$ cat config.mk
export PLATFORM = sky130hd
export DESIGN_NAME = psml_top
export DESIGN_NICKNAME = d
export VERILOG_FILES = /design/src/core/psml_pkg.sv /design/src/core/psml_fifo.sv /design/src/core/psml_top.sv
export VERILOG_INCLUDE_DIRS = /design/src /design/src/core
export SDC_FILE = /design/constraint.sdc
export NUM_CORES = 1
export LEC_CHECK = 0
export BUFFER_PORTS_ARGS = -buffer_cell sky130_fd_sc_hd__buf_2
export CAP_MARGIN = 10
export CORE_MARGIN = 2
export CORE_UTILIZATION = 30
export DETAILED_ROUTE_END_ITERATION = 16
export SLEW_MARGIN = 20
export SYNTH_ARGS = -nofsm -noshare
export SYNTH_HDL_FRONTEND = slang
export SYNTH_SLANG_ARGS = --single-unit
$ cat constraint.sdc
create_clock -name clk -period 7.78 [get_ports clk]
set_input_delay 1.556 -clock clk [delete_from_list [all_inputs] [get_ports clk]]
set_output_delay 1.556 -clock clk [all_outputs]
set_load 0.1 [all_outputs]
$ cat src/core/psml_cfg.svh
// strap latch constants: field positions, reset values, fifo sizes
`ifndef PSML_CFG_SVH
`define PSML_CFG_SVH
`define PSML_REG_CTRL 12'h000
`define PSML_REG_STRAP 12'h004
`define PSML_REG_RANGE 12'h008
`define PSML_REG_TXDATA 12'h00C
`define PSML_REG_CFGIN 12'h010
`define PSML_CTRL_RESET_BIT 0
`define PSML_STRAP_BYTE_BIT 0
`define PSML_STRAP_SW_BIT 1
`define PSML_STRAP_ONE_BIT 2
`define PSML_STRAP_OS_LSB 4
`define PSML_STRAP_SER_BIT 8
`define PSML_OS_RESET 3'h0
`define PSML_FIFO_DEPTH 8
`define PSML_WORD_W 16
`endif

$ cat src/core/psml_pkg.sv
// strap latch types
package psml_pkg;
    typedef enum logic [1:0] {
        PSML_RANGE_SW,
        PSML_RANGE_2V5,
        PSML_RANGE_5V,
        PSML_RANGE_10V
    } psml_range_t;
    typedef struct packed {
        logic byte_iface;
        logic sw_mode;
        logic serial_mode;
        logic single_out;
        logic [2:0] oversample;
        logic [1:0] sw_range;
    } psml_strap_t;
    typedef struct packed {
        logic [6:0] dout;
        logic [6:0] doe;
    } psml_pins_t;
    typedef enum logic [0:0] {
        PSML_IDLE,
        PSML_SHIFT
    } psml_state_t;
endpackage : psml_pkg

$ cat src/core/psml_fifo.sv
// parameterised flop fifo with valid/ready on both sides
`timescale 1ns/1ps
module psml_fifo #(
    parameter int WIDTH = 16,
    parameter int DEPTH = 8
) (
    input wire logic clk,
    input wire logic rst,
    input wire logic ce,
    input wire logic in_valid,
    output logic in_ready,
    input wire logic [WIDTH-1:0] in_data,
    output logic out_valid,
    input wire logic out_ready,
    output logic [WIDTH-1:0] out_data
);
    localparam int AW = $clog2(DEPTH);
    logic [WIDTH-1:0] mem_reg [DEPTH];
    logic [WIDTH-1:0] mem_next [DEPTH];
    logic [AW-1:0] wr_reg;
    logic [AW-1:0] wr_next;
    logic [AW-1:0] rd_reg;
    logic [AW-1:0] rd_next;
    logic [AW:0] cnt_reg;
    logic [AW:0] cnt_next;
    logic push;
    logic pop;
    assign in_ready = (cnt_reg != (AW+1)'(DEPTH));
    assign out_valid = (cnt_reg != '0);
    assign out_data = mem_reg[rd_reg];
    assign push = in_valid && in_ready;
    assign pop = out_valid && out_ready;
    always_comb
    begin
        mem_next = mem_reg;
        wr_next = wr_reg;
        rd_next = rd_reg;
        cnt_next = cnt_reg;
        if (push)
        begin
            mem_next[wr_reg] = in_data;
            wr_next = (wr_reg == AW'(DEPTH - 1)) ? '0 : wr_reg + 1'b1;
        end
        if (pop)
        begin
            rd_next = (rd_reg == AW'(DEPTH - 1)) ? '0 : rd_reg + 1'b1;
        end
        if (push && !pop)
        begin
            cnt_next = cnt_reg + 1'b1;
        end
        else if (pop && !push)
        begin
            cnt_next = cnt_reg - 1'b1;
        end
    end
    always_ff @(posedge clk or posedge rst)
    begin
        if (rst)
        begin
            for (int i = 0; i < DEPTH; i++)
            begin
                mem_reg[i] <= '0;
            end
            wr_reg <= '0;
            rd_reg <= '0;
            cnt_reg <= '0;
        end
        else if (ce)
        begin
            mem_reg <= mem_next;
            wr_reg <= wr_next;
            rd_reg <= rd_next;
            cnt_reg <= cnt_next;
        end
    end
endmodule : psml_fifo

$ cat src/core/psml_top.sv
// pin strap latch, shared pin routing and apb control for the converter
//
// Functional notes
// - byte select pin latched at full reset
// - oversample pins latched, held until reset
// - range pins choose hardware or software mode
// - range pins 00 means software mode
// - hardware mode: range pins live, unlatched
// - codes 01/10/11 give 2.5/5/10 V
// - software mode: range pins latched, ignored after
// - parallel mode: shared pins are data 9..15
// - serial mode: results on output a
// - output b only when strap enables two
// - software serial: config bits on serial input
// - single output strap latched at full reset
//
// Register access over APB and the register addresses were decided locally.
`timescale 1ns/1ps
`include "psml_cfg.svh"
module psml_top #(
    parameter int WORD_W = `PSML_WORD_W,
    parameter int FIFO_DEPTH = `PSML_FIFO_DEPTH
) (
    input wire logic clk,
    input wire logic rst,
    input wire logic ce,
    input wire logic serial_mode_pin,
    input wire logic [1:0] range_mode_sel,
    input wire logic [6:0] shared_in,
    output logic [6:0] shared_out,
    output logic [6:0] shared_oe,
    input wire logic [6:0] par_wdata,
    input wire logic par_drive,
    output psml_pkg::psml_range_t range_sel,
    output psml_pkg::psml_strap_t strap,
    input wire logic psel,
    input wire logic penable,
    input wire logic pwrite,
    input wire logic [11:0] paddr,
    input wire logic [31:0] pwdata,
    output logic [31:0] prdata,
    output logic pready,
    output logic pslverr
);
    // shared pin indices: 0=db9 byte select, 1=db10 cfg in, 2=db11 out b,
    // 3=db12 out a, 4..6=db13..15 oversample
    localparam int P_BYTE = 0;
    localparam int P_CFGIN = 1;
    localparam int P_OUTB = 2;
    localparam int P_OUTA = 3;
    localparam int P_OS = 4;
    localparam int CW = $clog2(WORD_W);

    logic full_rst_reg;
    logic full_rst_next;
    logic pend_reg;
    logic pend_next;
    psml_pkg::psml_strap_t strap_reg;
    psml_pkg::psml_strap_t strap_next;
    logic [WORD_W-1:0] sh_reg;
    logic [WORD_W-1:0] sh_next;
    logic [CW-1:0] bit_reg;
    logic [CW-1:0] bit_next;
    psml_pkg::psml_state_t st_reg;
    psml_pkg::psml_state_t st_next;
    logic [WORD_W-1:0] cfg_reg;
    logic [WORD_W-1:0] cfg_next;
    logic [31:0] prdata_reg;
    logic [31:0] prdata_next;
    logic wr_acc;
    logic rd_acc;
    logic fifo_in_ready;
    logic fifo_out_valid;
    logic fifo_out_ready;
    logic [WORD_W-1:0] fifo_out_data;
    logic serial_act;
    logic byte_select;
    logic oversample_sel_0;
    logic oversample_sel_1;
    logic oversample_sel_2;
    logic single_output_sel;
    logic serial_cfg_in;
    logic pins_live;

    assign byte_select = shared_in[P_BYTE];
    assign oversample_sel_0 = shared_in[P_OS];
    assign oversample_sel_1 = shared_in[P_OS+1];
    assign oversample_sel_2 = shared_in[P_OS+2];
    assign single_output_sel = par_wdata[0];
    assign serial_cfg_in = shared_in[P_CFGIN];
    assign wr_acc = psel && penable && pwrite;
    // read data is taken at the setup edge so it stands at the access edge
    assign rd_acc = psel && !penable && !pwrite;
    assign pready = 1'b1;
    assign pslverr = 1'b0;
    assign prdata = prdata_reg;

    // full reset: the async pin or a software reset pulse; straps captured
    // on the edge after it drops so a stuck bus value can never be latched
    always_comb
    begin
        full_rst_next = 1'b0;
        if (wr_acc && paddr == `PSML_REG_CTRL)
        begin
            full_rst_next = pwdata[`PSML_CTRL_RESET_BIT];
        end
    end

    always_comb
    begin
        strap_next = strap_reg;
        pend_next = 1'b0;
        if (full_rst_reg)
        begin
            pend_next = 1'b1;
        end
        if (pend_reg && !full_rst_reg)
        begin
            strap_next.byte_iface = byte_select;
            strap_next.oversample = {oversample_sel_2, oversample_sel_1,
                oversample_sel_0};
            strap_next.sw_mode = (range_mode_sel == 2'h0);
            strap_next.sw_range = range_mode_sel;
            strap_next.serial_mode = serial_mode_pin;
            strap_next.single_out = single_output_sel;
        end
    end

    // hardware mode follows the pins every cycle
    always_comb
    begin
        if (strap_reg.sw_mode)
        begin
            range_sel = psml_pkg::PSML_RANGE_SW;
        end
        else
        begin
            range_sel = psml_pkg::psml_range_t'(range_mode_sel);
        end
    end
    assign strap = strap_reg;

    // pins stay inputs until the straps are taken, else the device could
    // read back its own drive as a strap level
    assign pins_live = !full_rst_reg && !pend_reg;
    assign serial_act = pins_live && strap_reg.serial_mode
        && !strap_reg.byte_iface;
    assign fifo_out_ready = serial_act && (st_reg == psml_pkg::PSML_IDLE);

    always_comb
    begin
        st_next = st_reg;
        sh_next = sh_reg;
        bit_next = bit_reg;
        cfg_next = cfg_reg;
        unique case (st_reg)
            psml_pkg::PSML_IDLE:
            begin
                if (fifo_out_valid && fifo_out_ready)
                begin
                    sh_next = fifo_out_data;
                    bit_next = '0;
                    st_next = psml_pkg::PSML_SHIFT;
                end
            end
            psml_pkg::PSML_SHIFT:
            begin
                sh_next = {sh_reg[WORD_W-2:0], 1'b0};
                if (strap_reg.sw_mode)
                begin
                    cfg_next = {cfg_reg[WORD_W-2:0], serial_cfg_in};
                end
                bit_next = bit_reg + 1'b1;
                if (bit_reg == CW'(WORD_W - 1))
                begin
                    st_next = psml_pkg::PSML_IDLE;
                end
            end
        endcase
    end

    // pin routing: serial outputs only in serial mode, bus drive in parallel
    always_comb
    begin
        shared_out = '0;
        shared_oe = '0;
        if (pins_live && !strap_reg.serial_mode && !strap_reg.byte_iface)
        begin
            shared_out = par_wdata;
            shared_oe = {7{par_drive}};
        end
        else if (serial_act)
        begin
            shared_out[P_OUTA] = sh_reg[WORD_W-1];
            shared_oe[P_OUTA] = 1'b1;
            shared_out[P_OUTB] = sh_reg[WORD_W-1];
            shared_oe[P_OUTB] = !strap_reg.single_out;
        end
        // byte mode leaves serial pins undriven, board grounds them
    end

    always_comb
    begin
        prdata_next = prdata_reg;
        if (rd_acc)
        begin
            prdata_next = '0;
            unique case (paddr)
                `PSML_REG_STRAP:
                begin
                    prdata_next[`PSML_STRAP_BYTE_BIT] = strap_reg.byte_iface;
                    prdata_next[`PSML_STRAP_SW_BIT] = strap_reg.sw_mode;
                    prdata_next[`PSML_STRAP_ONE_BIT] = strap_reg.single_out;
                    prdata_next[`PSML_STRAP_OS_LSB +: 3] = strap_reg.oversample;
                    prdata_next[`PSML_STRAP_SER_BIT] = strap_reg.serial_mode;
                end
                `PSML_REG_RANGE: prdata_next[1:0] = range_sel;
                `PSML_REG_CFGIN: prdata_next[WORD_W-1:0] = cfg_reg;
                default: prdata_next = '0;
            endcase
        end
    end

    psml_fifo #(
        .WIDTH(WORD_W),
        .DEPTH(FIFO_DEPTH)
    ) u_fifo (
        .clk(clk),
        .rst(rst),
        .ce(ce),
        .in_valid(wr_acc && paddr == `PSML_REG_TXDATA),
        .in_ready(fifo_in_ready),
        .in_data(pwdata[WORD_W-1:0]),
        .out_valid(fifo_out_valid),
        .out_ready(fifo_out_ready),
        .out_data(fifo_out_data)
    );

    always_ff @(posedge clk or posedge rst)
    begin
        if (rst)
        begin
            full_rst_reg <= 1'b1;
            pend_reg <= 1'b1;
            strap_reg <= '0;
            st_reg <= psml_pkg::PSML_IDLE;
            sh_reg <= '0;
            bit_reg <= '0;
            cfg_reg <= '0;
            prdata_reg <= '0;
        end
        else if (ce)
        begin
            full_rst_reg <= full_rst_next;
            pend_reg <= pend_next;
            strap_reg <= strap_next;
            st_reg <= st_next;
            sh_reg <= sh_next;
            bit_reg <= bit_next;
            cfg_reg <= cfg_next;
            prdata_reg <= prdata_next;
        end
    end
endmodule : psml_top

==> summary.md <==
| Metric | Value |
|---|---|
| Peak VDD IR | `0.125 mV` |
| Sw Pwr | `0.000944 W` |
| Power share of the combinational group | `0.215` |
| Row count | `65` |
| Leakage | `5.41 nW` |
| Max reg flops | `128` |
| DRC | `0` |
| Post-cts sizing count | `0` |
| Antenna-violating nets left | `0` |
| Layout cell share with drive strength beyond 1 | `0.462` |
| PortBufs | `90` |
| Fillers | `3033` |
| Wire per inst | `17.4 um` |
| Die ar. | `33400 sq um` |
| RSZ-0062 raised after global routing | `no` |
| Placed wire-length estimate | `12500 um` |
| Setup TNS | `0 ns` |
| Max Fanout on Critical Path | `6` |
| Most common cell after layout, fill and taps aside | `dfrtp_1` |
| Largest net degree at the start of global routing | `134` |
| Final nets | `838` |
| Clock skew | `0.00990 ns` |
| Kind of critical path | `in2reg` |
| Tcrit/Tclk final | `0.540` |
| Core box area | `31600 sq um` |
| Hold-fix buffers, CTS | `0` |
| Power density cells | `277 nW/um^2` |
| Power share of the clock group | `0.399` |
| Main combinational cell family by area after synthesis | `multiplexers` |
| Final worst path period need | `4.20 ns` |
| Clock-pin slew on the worst setup and hold paths | `0.06 ns` |
| Sequential area share after synthesis | `0.527` |
| Simple-gate portion of the synthesized area | `0.0707` |
| Area grow syn2layout | `17.2%` |
| Grt total ovfl | `0` |
| Slew headroom | `0.268` |
| Vias/cell | `4.96` |
| Post-Syn Area | `9590 sq um` |
| GRT met1 Usage | `0.179` |
| Max Cap Viol | `0` |
| First-pass GRT wire length | `33700 um` |
| Post-Synth Adder-Cell Area | `0.0125` |
| I/O pins | `127` |
| Starting Density | `0.304` |
| Yosys warning count | `0` |
| DP Area | `10300 sq um` |
| Clock buffer count from CTS | `24` |
| Sw Ratio | `0.303` |
| Max Slew Vio Count | `0` |
| HP Class | `reg2reg` |
| Via count | `5858` |
| GR Util met2 | `0.201` |
| Post-synthesis mux area share | `0.286` |
| Most frequent cells in the layout | `198 x dfrtp_1, 162 x mux2_2, 90 x buf_2` |
| Mean post-synth cell area | `14.0 sq um` |
| Seq cells post-synth | `202` |
| Gr usage total | `0.126` |
| Final hold vios | `0` |
| Setup bufs post-CTS | `0` |
| Maximum clock rate | `0.238 GHz` |
| Synth Flop Type | `dfrtp_1` |
| Drt initial violations | `388` |
| Clock root buffer | `clkbuf_16` |
| H-tree Lvls | `1` |
| Gr busiest metal | `met2` |
| Power Total | `0.00312 W` |
| CTS tree | `yes` |
| Reg power frac | `0.386` |
| Sink Count | `202` |
| Worst Setup End Kind | `flip-flop` |
| P_int | `0.00217 W` |
| Final wirelength | `20600 um` |
| CTS Buffer Depth | `3` |
| M3 GR Usage | `0.0214` |
| Post-synth cell types | `58` |
| Data arrival time of the critical path | `4.57 ns` |
| Worst-Skew Late Latency | `0.51 ns` |
| Routability congestion estimate | `0.715` |
| Syn Inst Count | `683` |
| Initial antenna violation count | `2` |
| Critical Path RT | `8.16 ns` |
| Post-synth EDFFs | `0` |
| Vias in the first global route | `5992` |
| Endpoints failing setup | `0` |
| Synth Area in Compound Gates | `0.0597` |
| Asr flop ratio synth | `1.00` |
| Die Ht | `183 um` |
| Worst-margin pin slew | `1.10 ns` |
| Die X | `183 um` |
| Synth Area in XOR/XNOR | `0.00274` |
| Design Area, Final | `11200 sq um` |
| Status | `complete, no violations` |
| 1st-pass router iterations | `6` |
| Worst setup SP type | `primary input` |
==> cells in the mapped netlist (8+ instances only) <==
cell type | count | area [sq um]
dfrtp_1 | 200 | 5000
mux2_2 | 162 | 1820
clkbuf_1 | 34 | 128
mux4_2 | 32 | 721
buf_4 | 22 | 165
nand2_1 | 21 | 78.8
nand2b_1 | 21 | 131
o31ai_1 | 16 | 120
a2bb2oi_1 | 15 | 131
a22o_1 | 11 | 96.3
mux2_4 | 10 | 150
nand3_1 | 10 | 50.1
o21ai_0 | 9 | 45.0
ha_1 | 8 | 100
nor3_1 | 8 | 40.0
==> final timing paths <==
| check | from | endpoint | slack [ns] | cells past startpoint |
|---|---|---|---|---|
| worst max-delay path | paddr[9] | u_fifo.cnt_reg[3] | 3.58 | 11 |
| worst min-delay path | prdata[0] | prdata[0] | 0.48 | 2 |
| max in group asynchronous | rst | u_fifo.rd_reg[2] | 4.99 | 3 |
| min in group asynchronous | rst | u_fifo.mem_reg[95] | 1.21 | 2 |
| worst max register to register | u_fifo.cnt_reg[1] | u_fifo.cnt_reg[3] | 4.88 | 9 |
| worst min register to register | prdata[0] | prdata[0] | 0.48 | 2 |
==> per-stage QoR <==
stage                     hold WS, ns  instances  worst slack, ns  utilization
after floorplan                 0.461        699            0.717            -
after global placement          0.463       1137             3.09        0.328
after CTS                       0.485       1181             3.59        0.356
after global routing            0.510       1181             3.41        0.356
final                           0.477       1182             3.58        0.356
after detailed placement        0.479       1137             3.04        0.328
==> logic make-up (layout without fill, tap and decap cells) <==
| kind of cell | Yosys count | after routing |
|---|---|---|
| flops | 202 | 202 |
| other cells | 2 | 19 |
| buf+inv | 72 | 152 |
| mux | 209 | 209 |
| fa+ha+maj | 9 | 9 |
| simple gates | 111 | 111 |
| compound gates | 75 | 75 |
| xor+xnor | 3 | 3 |
==> critical path, stage by stage <==
cell and delay [ns]:
buf_2 0.09, or4_1 0.64, or3_2 0.58, nor4_1 0.21, ha_1 0.26, inv_1 0.13, ha_1 0.29, a21o_1 0.21
a2111o_1 0.40, o311ai_0 0.10, nand2_1 0.09
==> area by class of cell <==
cell class	instances	area [sq um]	area share
clock buffer	29	661	0.0588
tap	402	503	0.0448
multi-input combinational	425	4210	0.375
timing repair buffer	102	541	0.0481
sequential	202	5060	0.450
clock inverter	15	230	0.0205
inverter	6	30.0	0.00267
antenna	1	2.50	0.000223
==> layer usage <==
metal / share of wire / up-vias / wire [um]
li1: - / 2669 / -
met4: 0.021 / 2 / 430
met2: 0.45 / 157 / 9180
met1: 0.47 / 2995 / 9710
met3: 0.061 / 35 / 1250
met5: 0.00053 / - / 11
==> power groups by stage <==
stage          registers (W)  clock network (W)  logic [W]
3_3_place_gp         0.00122                  0   0.000668
3_5_place_dp         0.00122                  0   0.000681
5_1_grt              0.00122            0.00133   0.000732
2_1_floorplan        0.00123                  0   0.000536
6_report             0.00120            0.00124   0.000669
4_1_cts              0.00121            0.00128   0.000683
Power figures use the tool's default switching activity.
